===== config.mk =====
export PLATFORM = sky130hd
export DESIGN_NAME = hpc_top
export DESIGN_NICKNAME = d
export VERILOG_FILES = /design/src/hpc_pkg.sv /design/src/hpc_top.sv /design/src/hpc_shift.sv
export VERILOG_INCLUDE_DIRS = /design/src /design/src/src
export SDC_FILE = /design/constraint.sdc
export NUM_CORES = 1
export LEC_CHECK = 0
export ABC_CLOCK_PERIOD_IN_PS = 6200
export BUFFER_PORTS_ARGS = -buffer_cell sky130_fd_sc_hd__clkbuf_2
export CORE_ASPECT_RATIO = 1.1
export CORE_MARGIN = 2
export CORE_UTILIZATION = 25
export DETAILED_ROUTE_END_ITERATION = 10
export GPL_ROUTABILITY_DRIVEN = 1
export HOLD_SLACK_MARGIN = 0.15
export PLACE_DENSITY = 0.45
export SETUP_SLACK_MARGIN = 0.4
export SLEW_MARGIN = 40
export SYNTH_ARGS = -nofsm -noshare
export SYNTH_HDL_FRONTEND = slang
export SYNTH_HIERARCHICAL = 1
export SYNTH_SLANG_ARGS = --single-unit
export TNS_END_PERCENT = 5

===== constraint.sdc =====
create_clock -name clk_i -period 6.2 [get_ports clk_i]
set_input_delay 0.31 -clock clk_i [delete_from_list [all_inputs] [get_ports clk_i]]
set_output_delay 0.31 -clock clk_i [all_outputs]
set_load 0.02 [all_outputs]

===== src/hpc_consts.svh =====
// constants for the slot hot-plug controller front end
// assumes inclusion by bare name from every design file that needs it
`ifndef HPC_CONSTS_SVH
`define HPC_CONSTS_SVH

`define HPC_CFG_OFS 8'h0c
`define HPC_CNT_W 5
`define HPC_MAX_SLOTS 5'h06
`define HPC_IN_BITS 48
`define HPC_OUT_BITS 36
`define HPC_IN_PER_SLOT 8
`define HPC_OUT_PER_SLOT 6
`define HPC_STRAP_EN 3
`define HPC_STRAP_RSVD 4'h8
`define HPC_STRAP_P1 4'h9
`define HPC_STRAP_P2 4'ha
`define HPC_STRAP_S3 4'hb
`define HPC_STRAP_S4 4'hc
`define HPC_STRAP_S5 4'hd
`define HPC_STRAP_S6 4'he
`define HPC_STRAP_NOGLUE 4'hf
`define HPC_CNT_1 5'h01
`define HPC_CNT_2 5'h02
`define HPC_CNT_3 5'h03
`define HPC_CNT_4 5'h04
`define HPC_CNT_5 5'h05
`define HPC_CNT_6 5'h06
`define HPC_SLOT_IDLE 6'h1f
`define HPC_IN_IDLE 8'hff
`define HPC_B_PWR 5
`define HPC_B_CLK 4
`define HPC_B_BUS 3
`define HPC_B_RST 2
`define HPC_B_POWER_INDICATOR_BIT 1
`define HPC_B_ATTENTION_INDICATOR_BIT 0
`define HPC_CLK_HZ 10000000
`define HPC_SCLK_HZ 8250000

`endif


===== src/hpc_pkg.sv =====
// types shared by the hot-plug controller design files
// assumes nothing beyond a SystemVerilog compiler
package hpc_pkg;

  // sequencer states, gray along off-load-poll-push-latch
  typedef enum logic [2:0] {
    HPC_OFF = 3'h0,
    HPC_LOAD = 3'h1,
    HPC_POLL = 3'h3,
    HPC_PUSH = 3'h2,
    HPC_LATCH = 3'h6
  } hpc_state_e;

endpackage : hpc_pkg


===== src/hpc_top.sv =====
// slot hot-plug controller front end: straps, mode, slot links, cfg read
// assumes synchronous inputs on clk_i and a one-cycle read/write strobe
// What this block does
// - never serve more than six hot-plug slots.
// - serial mode serves three to six slots, parallel one or two.
// - serial input link polls slot inputs continuously, unasked.
// - serial output link shifts only when an output change is pending.
// - serial link clock is clk_i/2 (5 MHz at the 10 MHz clk_i), independent of bus speed.
// - parallel mode keeps internal serial stream, external link stays quiet.
// - capture straps on power-good rising edge and hold them.
// - strap msb zero disables controller and hides its registers.
// - slot count reads in bits 4:0 of register at offset 0ch.
// - slot count register is read-only; writes never change mode.
// - enabled straps select parallel 1/2, serial 3-6, no-glue, reserved.
// - disabled straps report lower three bits plus one.
// - six control outputs per slot.
// - power enable drives slot regulator; its fault returns as input.
// - active-low clock enable connects slot clock through switches.
// - active-low bus enable connects slot signals through switches.
// - active-low slot reset drives the slot reset pin.
// - active-low attention and power indicator outputs per slot.
// - one controller per bridge, serving only its secondary bus.
// - input poll frame is 48 bits, eight per slot; absent slots ones.
// - output frame is 36 bits, six per slot, highest slot first.
`timescale 1ns/1ns
`default_nettype none
`include "hpc_consts.svh"

module hpc_top
  import hpc_pkg::*;
#(
  parameter int SCLK_HALF = ((`HPC_CLK_HZ / (2 * `HPC_SCLK_HZ)) < 1) ? 1 :
                            (`HPC_CLK_HZ / (2 * `HPC_SCLK_HZ))
) (
  input wire logic clk_i,
  input wire logic nrst_i,
  input wire logic power_good_input_i,
  input wire logic [3:0] hotplug_strap_i,
  input wire logic reg_rd_i,
  input wire logic reg_wr_i,
  input wire logic [7:0] reg_addr_i,
  output logic [31:0] reg_rdata_o,
  output logic reg_ack_o,
  input wire logic ctrl_req_i,
  input wire logic [35:0] ctrl_data_i,
  output logic ctrl_busy_o,
  output logic [47:0] slot_status_o,
  output logic status_valid_o,
  output logic ser_clk_o,
  output logic ser_in_load_n_o,
  input wire logic ser_sid_i,
  output logic ser_sod_o,
  output logic ser_out_latch_o,
  input wire logic [7:0] par_in_slot1_i,
  input wire logic [7:0] par_in_slot2_i,
  output logic [1:0] par_power_on_o,
  output logic [1:0] par_clock_conn_n_o,
  output logic [1:0] par_bus_conn_n_o,
  output logic [1:0] par_slot_rst_n_o,
  output logic [1:0] power_indicator_led_n_o,
  output logic [1:0] attention_led_n_o,
  output logic hp_enabled_o,
  output logic serial_mode_o,
  output logic [4:0] slot_count_o
);

  // strap decode: slot count for any strap setting
  function automatic logic [4:0] decode_cnt(input logic [3:0] s);
    logic [4:0] c;
    c = 5'h00;
    if (!s[`HPC_STRAP_EN]) begin
      c = {2'h0, s[2:0]} + 5'h01;
    end else begin
      unique case (s)
        `HPC_STRAP_P1: c = `HPC_CNT_1;
        `HPC_STRAP_P2: c = `HPC_CNT_2;
        `HPC_STRAP_S3: c = `HPC_CNT_3;
        `HPC_STRAP_S4: c = `HPC_CNT_4;
        `HPC_STRAP_S5: c = `HPC_CNT_5;
        `HPC_STRAP_S6: c = `HPC_CNT_6;
        `HPC_STRAP_NOGLUE: c = `HPC_CNT_1;
        default: c = 5'h00;
      endcase
    end
    return c;
  endfunction : decode_cnt

  function automatic logic strap_serial(input logic [3:0] s);
    return (s == `HPC_STRAP_S3) || (s == `HPC_STRAP_S4) ||
           (s == `HPC_STRAP_S5) || (s == `HPC_STRAP_S6);
  endfunction : strap_serial

  // parallel pins seen as the serial input stream, bit k of the frame
  function automatic logic par_bit(input logic [5:0] k,
                                   input logic [4:0] cnt,
                                   input logic [7:0] in1,
                                   input logic [7:0] in2);
    logic b;
    b = 1'b1;
    if (k[5:3] == 3'h0) begin
      b = in1[3'h7 - k[2:0]];
    end else if (k[5:3] == 3'h1 && cnt == `HPC_CNT_2) begin
      b = in2[3'h7 - k[2:0]];
    end
    return b;
  endfunction : par_bit

  // slots above the count read as idle ones
  function automatic logic [47:0] mask_status(input logic [47:0] d,
                                              input logic [4:0] cnt);
    logic [47:0] m;
    m = d;
    for (int j = 0; j < `HPC_MAX_SLOTS; j++) begin
      if (5'(j) >= cnt) begin
        m[47 - 8 * j -: 8] = `HPC_IN_IDLE;
      end
    end
    return m;
  endfunction : mask_status

  logic pg_q_ff;
  logic [3:0] strap_ff;
  logic captured_ff;
  logic op_ff;
  logic serial_ff;
  logic [4:0] cnt_ff;
  logic visible_ff;
  hpc_state_e state_ff;
  hpc_state_e nxt_state;
  logic [3:0] div_ff;
  logic phase_ff;
  logic tick;
  logic shifting;
  logic pend_ff;
  logic nxt_pend;
  logic [35:0] ctrl_ff;
  logic [11:0] par_ff;
  logic in_busy;
  logic in_done;
  logic [5:0] in_idx;
  logic [47:0] in_data;
  logic out_busy;
  logic out_done;
  logic out_sdo;
  logic [35:0] out_data;
  logic in_sdi;
  logic pg_rise;
  logic link_run;

  assign pg_rise = power_good_input_i && !pg_q_ff;

  // strap capture on power-good rise, held afterwards
  always_ff @(posedge clk_i or negedge nrst_i) begin
    if (!nrst_i) begin
      pg_q_ff <= 1'b0;
      strap_ff <= 4'h0;
      captured_ff <= 1'b0;
    end else begin
      pg_q_ff <= power_good_input_i;
      if (pg_rise) begin
        strap_ff <= hotplug_strap_i;
        captured_ff <= 1'b1;
      end
    end
  end

  // mode derived from held straps; one instance per secondary bus
  always_ff @(posedge clk_i or negedge nrst_i) begin
    if (!nrst_i) begin
      op_ff <= 1'b0;
      serial_ff <= 1'b0;
      cnt_ff <= 5'h00;
      visible_ff <= 1'b0;
    end else begin
      visible_ff <= captured_ff && strap_ff[`HPC_STRAP_EN];
      op_ff <= captured_ff && strap_ff[`HPC_STRAP_EN] &&
               (strap_ff != `HPC_STRAP_RSVD);
      serial_ff <= captured_ff && strap_serial(strap_ff);
      cnt_ff <= captured_ff ? decode_cnt(strap_ff) : 5'h00;
    end
  end

  assign hp_enabled_o = op_ff;
  assign serial_mode_o = serial_ff;
  assign slot_count_o = cnt_ff;

  // register read port; no write path reaches the count
  always_ff @(posedge clk_i or negedge nrst_i) begin
    if (!nrst_i) begin
      reg_ack_o <= 1'b0;
      reg_rdata_o <= 32'h0;
    end else begin
      reg_ack_o <= visible_ff && (reg_rd_i || reg_wr_i);
      if (visible_ff && reg_rd_i && reg_addr_i == `HPC_CFG_OFS) begin
        reg_rdata_o <= {27'h0, cnt_ff};
      end else begin
        reg_rdata_o <= 32'h0;
      end
    end
  end

  // link clock divider, runs only while a frame shifts
  assign shifting = (state_ff == HPC_POLL) || (state_ff == HPC_PUSH);
  // no link clock once the last bit of a frame has gone
  assign link_run = (in_busy && state_ff == HPC_POLL) ||
                    (out_busy && state_ff == HPC_PUSH);

  always_ff @(posedge clk_i or negedge nrst_i) begin
    if (!nrst_i) begin
      div_ff <= 4'h0;
      phase_ff <= 1'b0;
    end else if (!shifting) begin
      div_ff <= 4'h0;
      phase_ff <= 1'b0;
    end else if (div_ff == 4'(SCLK_HALF - 1)) begin
      div_ff <= 4'h0;
      phase_ff <= !phase_ff;
    end else begin
      div_ff <= div_ff + 4'h1;
    end
  end

  assign tick = shifting && phase_ff && (div_ff == 4'(SCLK_HALF - 1));

  // output change requests; a new request wins over the clear
  always_comb begin
    nxt_pend = pend_ff;
    if (state_ff == HPC_POLL && in_done && pend_ff) begin
      nxt_pend = 1'b0;
    end
    if (ctrl_req_i && op_ff) begin
      nxt_pend = 1'b1;
    end
    if (!op_ff) begin
      nxt_pend = 1'b0;
    end
  end

  always_ff @(posedge clk_i or negedge nrst_i) begin
    if (!nrst_i) begin
      pend_ff <= 1'b0;
      ctrl_ff <= {`HPC_MAX_SLOTS{`HPC_SLOT_IDLE}};
    end else begin
      pend_ff <= nxt_pend;
      if (ctrl_req_i && op_ff) begin
        ctrl_ff <= ctrl_data_i;
      end
    end
  end

  // sequencer: poll forever, push only on demand
  always_comb begin
    nxt_state = state_ff;
    unique case (state_ff)
      HPC_OFF: nxt_state = op_ff ? HPC_LOAD : HPC_OFF;
      HPC_LOAD: nxt_state = HPC_POLL;
      HPC_POLL: begin
        if (in_done) begin
          nxt_state = pend_ff ? HPC_PUSH : HPC_LOAD;
        end
      end
      HPC_PUSH: nxt_state = out_done ? HPC_LATCH : HPC_PUSH;
      HPC_LATCH: nxt_state = HPC_LOAD;
      default: nxt_state = HPC_OFF;
    endcase
    if (!op_ff) begin
      nxt_state = HPC_OFF;
    end
  end

  always_ff @(posedge clk_i or negedge nrst_i) begin
    if (!nrst_i) begin
      state_ff <= HPC_OFF;
    end else begin
      state_ff <= nxt_state;
    end
  end

  // parallel mode feeds the internal stream from the slot pins
  assign in_sdi = serial_ff ? ser_sid_i :
                  par_bit(in_idx, cnt_ff, par_in_slot1_i, par_in_slot2_i);

  hpc_shift #(
    .W(`HPC_IN_BITS),
    .CW(6)
  ) u_poll (
    .clk_i(clk_i),
    .nrst_i(nrst_i),
    .start_i(state_ff == HPC_LOAD),
    .tick_i(tick && state_ff == HPC_POLL),
    .load_i({`HPC_IN_BITS{1'b1}}),
    .sdi_i(in_sdi),
    .busy_o(in_busy),
    .done_o(in_done),
    .sdo_o(),
    .idx_o(in_idx),
    .data_o(in_data)
  );

  // output frame rotates back onto itself for the parallel pins
  hpc_shift #(
    .W(`HPC_OUT_BITS),
    .CW(6)
  ) u_push (
    .clk_i(clk_i),
    .nrst_i(nrst_i),
    .start_i(state_ff == HPC_POLL && in_done && pend_ff),
    .tick_i(tick && state_ff == HPC_PUSH),
    .load_i(ctrl_ff),
    .sdi_i(out_sdo),
    .busy_o(out_busy),
    .done_o(out_done),
    .sdo_o(out_sdo),
    .idx_o(),
    .data_o(out_data)
  );

  // poll results, absent slots forced idle
  always_ff @(posedge clk_i or negedge nrst_i) begin
    if (!nrst_i) begin
      slot_status_o <= {`HPC_IN_BITS{1'b1}};
      status_valid_o <= 1'b0;
    end else begin
      status_valid_o <= in_done && op_ff;
      if (!op_ff) begin
        slot_status_o <= {`HPC_IN_BITS{1'b1}};
      end else if (in_done) begin
        slot_status_o <= mask_status(in_data, cnt_ff);
      end
    end
  end

  // external serial pins, quiet outside serial mode
  always_ff @(posedge clk_i or negedge nrst_i) begin
    if (!nrst_i) begin
      ser_clk_o <= 1'b0;
      ser_in_load_n_o <= 1'b1;
      ser_sod_o <= 1'b0;
      ser_out_latch_o <= 1'b0;
      ctrl_busy_o <= 1'b0;
    end else begin
      ser_clk_o <= serial_ff && link_run && phase_ff;
      ser_in_load_n_o <= !(serial_ff && state_ff == HPC_LOAD);
      ser_sod_o <= serial_ff && out_busy && out_sdo;
      ser_out_latch_o <= serial_ff && state_ff == HPC_LATCH;
      ctrl_busy_o <= nxt_pend || (nxt_state == HPC_PUSH) ||
                     (nxt_state == HPC_LATCH);
    end
  end

  // parallel slot control pins, slot1 in [5:0], slot2 in [11:6]
  always_ff @(posedge clk_i or negedge nrst_i) begin
    if (!nrst_i) begin
      par_ff <= {2{`HPC_SLOT_IDLE}};
    end else if (!op_ff || serial_ff) begin
      par_ff <= {2{`HPC_SLOT_IDLE}};
    end else if (state_ff == HPC_LATCH) begin
      par_ff[5:0] <= out_data[5:0];
      par_ff[11:6] <= (cnt_ff == `HPC_CNT_2) ? out_data[11:6] :
                      `HPC_SLOT_IDLE;
    end
  end

  assign par_power_on_o = {par_ff[6 + `HPC_B_PWR], par_ff[`HPC_B_PWR]};
  assign par_clock_conn_n_o = {par_ff[6 + `HPC_B_CLK], par_ff[`HPC_B_CLK]};
  assign par_bus_conn_n_o = {par_ff[6 + `HPC_B_BUS], par_ff[`HPC_B_BUS]};
  assign par_slot_rst_n_o = {par_ff[6 + `HPC_B_RST], par_ff[`HPC_B_RST]};
  assign power_indicator_led_n_o = {par_ff[6 + `HPC_B_POWER_INDICATOR_BIT],
                                    par_ff[`HPC_B_POWER_INDICATOR_BIT]};
  assign attention_led_n_o = {par_ff[6 + `HPC_B_ATTENTION_INDICATOR_BIT],
                              par_ff[`HPC_B_ATTENTION_INDICATOR_BIT]};
endmodule : hpc_top

`default_nettype wire


===== src/hpc_shift.sv =====
// serial shift engine, msb first out, new bits enter at the lsb
// assumes start and tick never arrive together and tick is one cycle
`timescale 1ns/1ns
`default_nettype none

module hpc_shift #(
  parameter int W = 48,
  parameter int CW = 6
) (
  input wire logic clk_i,
  input wire logic nrst_i,
  input wire logic start_i,
  input wire logic tick_i,
  input wire logic [W-1:0] load_i,
  input wire logic sdi_i,
  output logic busy_o,
  output logic done_o,
  output logic sdo_o,
  output logic [CW-1:0] idx_o,
  output logic [W-1:0] data_o
);
  localparam logic [CW-1:0] LAST = CW'(W - 1);

  always_ff @(posedge clk_i or negedge nrst_i) begin
    if (!nrst_i) begin
      data_o <= '0;
      busy_o <= 1'b0;
      idx_o <= '0;
    end else if (start_i) begin
      data_o <= load_i;
      busy_o <= 1'b1;
      idx_o <= '0;
    end else if (busy_o && tick_i) begin
      data_o <= {data_o[W-2:0], sdi_i};
      idx_o <= idx_o + 1'b1;
      if (idx_o == LAST) begin
        busy_o <= 1'b0;
      end
    end
  end

  always_ff @(posedge clk_i or negedge nrst_i) begin
    if (!nrst_i) begin
      done_o <= 1'b0;
    end else begin
      done_o <= busy_o && tick_i && (idx_o == LAST);
    end
  end

  assign sdo_o = data_o[W-1];

endmodule : hpc_shift

`default_nettype wire


### Word-level counts from Yosys, hierarchy flattened

Index checks and enable logic that the tools add are counted.

| storage, ports and cells | value |
|---|---|
| logic and storage cells | 164 |
| register bits after elaboration | 258 |
| output and inout port bits | 106 |

| cells by class | value |
|---|---|
| $add $sub $neg | 5 |
| multiplexer cells | 48 |
| equality and inequality tests | 21 |
| reductions and logical operators | 53 |
| order comparisons | 7 |

Operators by type and width:

| kind | number |
|---|---|
| $mux 48 | 4 |
| $mux 36 | 2 |
| $mux 8 | 6 |
| $mux 6 | 5 |
| $eq 4x4->1 const B | 7 |
| $logic_and 1x1->1 | 28 |
| $mux 12 | 2 |
| $pmux 3 s6 | 1 |
| $mux 1 | 16 |
| $mux 5 | 3 |
| $add 6x1->6 const B | 2 |
| $eq 6x6->1 const B | 2 |
| $pmux 3 s4 | 1 |
| $ge 1x5->1 const A | 2 |
| $ge 2x5->1 const A | 2 |
| $ge 3x5->1 const A | 2 |
| $reduce_bool 2->1 | 5 |
| $eq 3x2->1 const B | 3 |
| $logic_or 1x1->1 | 9 |
| $mux 3 | 3 |
| $eq 8x4->1 const B | 1 |
| $mux 4 | 2 |
| $bmux 1 s3 | 2 |
| $eq 3x1->1 const B | 2 |
| other kinds (14) | 22 |

### Logic depth before layout (Yosys ltp)

Gate-level depths: netlist (run 1).

| logic depth | value |
|---|---|
| depth after elaboration | 8 |
| depth in mapped cells | 11 |
| gate-level depth less buffers | 8 |

### Hierarchy

Netlist (run 1), hierarchy kept.

By module, submodules not included:

| module | cells an instance | instances | sequential area each (µm²) | area an instance (µm²) |
|---|---|---|---|---|
| hpc_top | 401 | 1 | 3339.5 | 5429.0 |
| hpc_shift (u_poll) | 246 | 1 | 1401.3 | 2602.5 |
| hpc_shift (u_push) | 196 | 1 | 1101.1 | 2067.0 |

### Worst setup path before layout (run 1)

No wires, ideal clock.

| path | value |
|---|---|
| path type | reg-to-reg |
| from | register div_ff[0] |
| to | register u_poll.data_o[20] |
| data arrival time | 1990 ps |
| period minus slack after synthesis | 2122 ps |
| stages on the path, launching flop included | 12 |
| path slack | 4078 ps |
| path buffers | 3 |
| path through | dfrtp_1 -> inv_1 -> ha_1 -> nor3b_1 -> nand3_1 -> nor2_1 -> and2_1 -> buf_4 -> buf_12 -> buf_12 -> mux2i_1 -> o21ai_1 |

| on the way | value |
|---|---|
| longest elaborated chain between the ends | 5 |

Ends and longest elaborated chain:

| element | line | source |
|---|---|---|
| start, declared | hpc_top.sv:130 | `logic [3:0] div_ff;` |
| start signal, assigned | hpc_top.sv:219 | `div_ff <= div_ff + 4'h1;` |
| $logic_not 4->1 | hpc_top.sv:223 | `assign tick = shifting && phase_ff && (div_ff == 4'(SCLK_HALF - 1));` |
| $logic_and 1x1->1 | hpc_top.sv:223 |  |
| $logic_and 1x1->1 | hpc_top.sv:290 | `.tick_i(tick && state_ff == HPC_POLL),` |
| $logic_and 1x1->1 | hpc_shift.sv:33 | `end else if (busy_o && tick_i) begin` |
| $reduce_bool 2->1 (no line) | n/a |  |
| end signal, assigned | hpc_shift.sv:30 | `data_o <= load_i;` |
| end signal, assigned | hpc_shift.sv:34 | `data_o <= {data_o[W-2:0], sdi_i};` |
| end, declared | hpc_shift.sv:20 | `output logic [W-1:0] data_o` |

No other way between the ends.
A chain may end at the register's enable or synchronous reset.

### Final worst setup path (run 1)

| path | value |
|---|---|
| from | register div_ff[0] |
| to | register u_poll.data_o[38] |

Same word-level chain as after synthesis.

==> results of run 1 <==
[worst max-delay path, delay by kind of cell, from the launching register on]
family	cells	cell delay (ns)
buffers and inverters	2	0.66
flip-flops	1	0.41
adder cells (fa/ha/maj)	1	0.15
AND/OR/NAND/NOR	4	1.28
multiplexers	1	0.27
AO/OA/AOI/OAI	1	0.09
[per-stage QoR]
step           total power (uW)  util [%]  setup slack [ns]
2_1_floorplan              2390         -              4.08
3_3_place_gp               2570      28.2              3.24
3_5_place_dp               2580      28.3              3.21
4_1_cts                    4440      32.0              3.19
5_1_grt                    4610      32.0              2.90
6_report                   4340      32.0              3.16
[layer usage]
layer	up-vias	share of wire [%]	GRT usage, %
li1	3328	-	-
met3	31	6.1	2.67
met2	152	47	18.2
met4	0	2.2	3.44
met5	-	0	0
met1	3281	45	14.4
[path summary, 6_finish.rpt]
check                                           endpoint  cells after the start  slack [ns]
setup / recovery           u_poll/data_o[38]$_DFFE_PN0P_                      9        3.16
hold / removal             u_poll/data_o[13]$_DFFE_PN0P_                      2        0.25
setup reg to reg           u_poll/data_o[38]$_DFFE_PN0P_                      9        3.16
hold reg to reg            u_push/data_o[17]$_DFFE_PN0P_                      2        0.49
max in group asynchronous        ctrl_ff[23]$_DFFE_PN0P_                      3        4.94
min in group clk_i                     pg_q_ff$_DFF_PN0_                      2        0.42
[registers in the layout, indices dropped and copies added (netlist names), 3 cells and up]
name / count
u_poll/idx_o: 6
reg_rdata_o: 4
par_ff: 12
strap_ff: 4
div_ff: 4
state_ff: 3
u_poll/data_o: 48
slot_status_o: 48
slot_count_o: 4
u_push/idx_o: 6
ctrl_ff: 36
u_push/data_o: 36
[layout make-up]
type	instances	share of cell area, %
Multi-Input combinational cell	599	30.9
Clock inverter	15	1.74
Timing Repair Buffer	200	10.1
Tap cell	513	5.01
Clock buffer	37	6.21
Inverter	12	0.352
Antenna cell	1	0.0195
Sequential cell	229	45.6
[where the power goes]
group,internal (uW),switching [uW]
registers,1800,218
clock network,1110,666
logic,258,290
[repair_timing]
item | CTS | global route
gates resized for setup | 0 | 0
setup endpoints to repair | 0 | 0
hold buffers | 47 | 0
hold endpoints to repair | 122 | 0
==> run metrics, run 1 <==
post-place instance area 11300 sq um; Hold Path Class in2async; vias in the first global route 6998; DR vias 6792; global-route wire length before repair 38000 um; initial core utilization 25.2%; post-route setup TNS 0 ns; Worst-Margin Slew 0.780 ns; Tot GR Track Use 11.1%; Routed Antenna Nets 0; WL per Instance 14.4 um; most common cell after layout, fill and taps aside clkbuf_2; antenna violations before repair 1; LEAKAGE 0.00534 uW; largest vdd supply drop 0.000188 V; worst path cell trace inv_1 > ha_1 > nor3b_1 > nand3_1 > nor2_1 > and2_2 > buf_4 > mux2i_1 > o21ai_0; cts bufs inserted 28; CP Capture Type flip-flop; Cells after Synth 842; WHS 0.249 ns; CTS tree yes; Root Buffer clkbuf_16; Clock Sinks 229; Final Cell Area 12800 sq um; drt pass-1 iters 6; 1st-iter DRT viols 178; PD cells 339 nW/um^2; GP Congestion 0.710; final slew viol count 0; Ports 177; Max FO, Critical Path 36; origin of the critical flop-to-flop path div_ff[0]$_DFF_PN0_; Critical Path Start Type flip-flop; critical path class reg2reg; max_cap viols 0; fraction of layout cells with a size suffix above 1 31.5%; largest net degree at the start of global routing 121; area of the core 40000 sq um; Die Y-Extent 215 um; clk_lat worst skew 0.57 ns; die width 196 um; DR DRC count 0; RSZ-0062 raised after global routing no; Required @ worst endpoint 6.60 ns; most frequent cells in the layout 146 x clkbuf_2, 140 x dfrtp_1, 110 x nand2_1; Mapped Area 10100 sq um; Placed Cells 1506; Finish-stage setup viols 0; Fill cells 4012; critical path arrival 3.44 ns; CP max stage delay 0.59 ns; Seq. cell area 5840 sq um; Final Routed Wirelength 23200 um; Fin Clk Skew 0.0220 ns; Avg Inst Size Synth 12.0 sq um; Final Hold Vio Count 0; Slowest cell on crit path buf_4; CTS H-tree lvls 1; IO buf count 147; post-CTS setup repair buffer count 0; Yosys warning total 6; num rows 77; dpl hpwl 15200 um; via-per-instance ratio 4.23; Area Overhead vs Synth 26.9%; Rel. slew slack 48.0%; final period utilization 49.0%; area of the multi-input gates 3960 sq um; Final #Nets 1149; gr ovfl total 0; status completed; Worst Setup SP div_ff[0]$_DFF_PN0_; Post-Layout Cell Count 1606; die footprint 42000 sq um; clk buf depth 3; Max Fclk 329 MHz; clock-pin slew on the worst setup and hold paths 0.06 ns; post-layout min period 3.04 ns
No activity file was read; power rests on OpenSTA's default activity.
==> inputs of run 2 (changes only) <==
- ABC_CLOCK_PERIOD_IN_PS: 6200 -> 3140
- clock period: 6.2 -> 3.14 ns (I/O delays scaled with it)
==> run 2 against run 1 <==
Against the previous run: setup slack worse by 2.4 ns; non-clock buffer count increased by 6; core utilization fell by 0.094 points; critical path type unchanged; final cell count rose by 0.31%; first-iteration DRC count up 28%; clock power up 80%; sequential power increased by 97%; clock skew down 0.014 ns; hold slack worse by 0.026 ns; design area down 0.29%; sequential share of layout area is 0.13 points higher; flip-flop and latch count is the same.
==> run metrics, run 2 (synthesis gave the netlist of run 1 again) <==
status completed; CTS tree yes; Max Fclk 420 MHz (+27%); clock-pin slew on the worst setup and hold paths 0.06 ns (about the same); Fin Clk Skew 0.00839 ns (-0.0136 ns); RSZ-0062 raised after global routing no; CTS H-tree lvls 1 (unchanged); Finish-stage setup viols 0 (unchanged); Hold Path Class in2async; clk_lat worst skew 0.54 ns (-0.03 ns); Root Buffer clkbuf_16; Area Overhead vs Synth 26.5%; met2 WL 10700 um (-0.36%); DR DRC count 0 (unchanged); Final #Nets 1155 (+0.52%); die width 196 um (unchanged); gr ovfl total 0 (unchanged); global-route wire length before repair 38000 um (+0.16%); dpl hpwl 15000 um (-0.88%); final slew viol count 0 (unchanged); num rows 77 (unchanged); area of the core 40000 sq um (unchanged); die footprint 42000 sq um (unchanged); Final WS setup 0.757 ns (-2.41 ns); most frequent cells in the layout 146 x clkbuf_2, 140 x dfrtp_1, 110 x nand2_1; WL per Instance 14.4 um (+0.23%); Final Util 31.9% (-0.094 points); most common cell after layout, fill and taps aside clkbuf_2; Die Y-Extent 215 um (unchanged); post-layout min period 2.38 ns (-0.653 ns); 1st-iter DRT viols 228 (+28%); Clk network pwr share 38.5% (-2.4 points); Clock Sinks 229 (unchanged); Metal-1 WL 10700 um (+2.6%); CP Capture Type flip-flop; Critical Path Start Type flip-flop; largest net degree at the start of global routing 106 (-12%); part of the power in registers 48.1% (+1.6 points); LEAKAGE 0.00533 uW (-0.26%); drt pass-1 iters 4 (-2); Met3 Wirelength 1310 um (-7.0%); Worst-Margin Slew 0.712 ns (-0.0682 ns); Max FO, Critical Path 48 (+33%); PD cells 647 nW/um^2 (+91%); via-per-instance ratio 4.22 (-0.25%); Tot GR Track Use 11.1% (about the same); GP Congestion 0.726 (+2.3%); final period utilization 75.9% (+27 points); max_cap viols 0 (unchanged); Net Sw Frac 27.1% (+0.042 points); initial core utilization 25.2% (unchanged); vias in the first global route 7078 (+1.1%); Post-Layout Cell Count 1611 (+0.31%); post-CTS setup repair buffer count 0 (unchanged); Largest regs slot_status_o (48), u_poll/data_o (48); Final Routed Wirelength 23300 um (+0.54%); DR vias 6796 (+0.059%); Required @ worst endpoint 3.55 ns (-3.05 ns); Placed Cells 1512 (+0.40%); critical path arrival 2.79 ns (-0.65 ns); IO buf count 147 (unchanged); critical path class reg2reg; post-route setup TNS 0 ns (unchanged); Switch Pwr 2240 uW (+91%); clk buf depth 3 (unchanged); Power, Total 8260 uW (+90%); max layer used met4; Ports 177 (unchanged); largest vdd supply drop 0.000326 V (+74%); antenna violations before repair 1 (unchanged); Pint 6020 uW (+90%); Comb pwr share 13.4% (+0.8 points); Rel. slew slack 52.2% (+4.3 points); fraction of layout cells with a size suffix above 1 31.0% (-0.51 points); Setup WS pre-CTS 0.624 ns (-2.59 ns); Final Hold Vio Count 0 (unchanged); cts bufs inserted 28 (unchanged); Routed Antenna Nets 0 (unchanged)
==> run 2: cell count changes in the layout (fill, tap and decap cells not counted), moves of 3 or more <==
cell / change
buf_4: +4
clkbuf_1: +10
bufinv_16: -3
buf_12: +4
clkinvlp_4: -3
==> run 2: per-layer routing <==
metal	GRT usage [%]	vias up
met5	0	-
met4	3.69	0
met3	2.39	32
met2	18.0	140
met1	14.7	3288
li1	-	3336
==> run 2: final timing paths <==
check / endpoint / slack, ns / cells after the start / from
max in group asynchronous: slot_status_o[33]$_DFFE_PN1P_ / 2.05 / 3 / nrst_i
min in group clk_i: pg_q_ff$_DFF_PN0_ / 0.29 / 2 / power_good_input_i
worst min register to register: u_push/data_o[35]$_DFFE_PN0P_ / 0.49 / 2 / ctrl_ff[35]$_DFFE_PN0P_
worst max register to register: u_poll/data_o[24]$_DFFE_PN0P_ / 0.76 / 9 / div_ff[0]$_DFF_PN0_
worst max-delay path: u_poll/data_o[24]$_DFFE_PN0P_ / 0.76 / 9 / div_ff[0]$_DFF_PN0_
worst min-delay path: u_poll/data_o[14]$_DFFE_PN0P_ / 0.22 / 2 / nrst_i
==> run 2: critical path, cell delays in order, from the launching register on <==
cell and delay, ns:
dfrtp_1 0.40, inv_1 0.07, ha_1 0.16, nor3b_2 0.26, nand3_1 0.14, nor2_1 0.30
and2_2 0.24, buf_12 0.31, mux2i_1 0.24, o21ai_1 0.08
==> run 2: metrics by stage <==
stage / hold slack [ns] / instance area (sq um)
CTS: 0.224 / 12800
floorplan: -0.139 / 10400
global route: 0.271 / 12800
global placement: 0.219 / 11400
detailed placement: 0.218 / 11400
finish: 0.222 / 12800
==> run 2: final cells by class <==
class | instances | area (sq um)
fill | 4066 | 27200
sequential | 229 | 5840
multi-input combinational | 599 | 3960
timing repair buffer | 206 | 1370
clock buffer | 46 | 830
tap | 513 | 642
clock inverter | 5 | 75.1
inverter | 12 | 45.0
antenna | 1 | 2.50
==> run 2: power groups by stage <==
stage	logic, uW	registers, uW	clock network, uW
2_1_floorplan	840	3870	0
3_3_place_gp	1050	4040	0
3_5_place_dp	1080	4040	0
4_1_cts	1130	3990	3340
5_1_grt	1260	4060	3450
6_report	1110	3970	3180
==> run 2: what timing repair did <==
action | CTS | global route
setup endpoints to repair | 0 | 5
resized for setup | 0 | 1
hold endpoints to repair | 125 | 0
hold buffers | 47 | 0
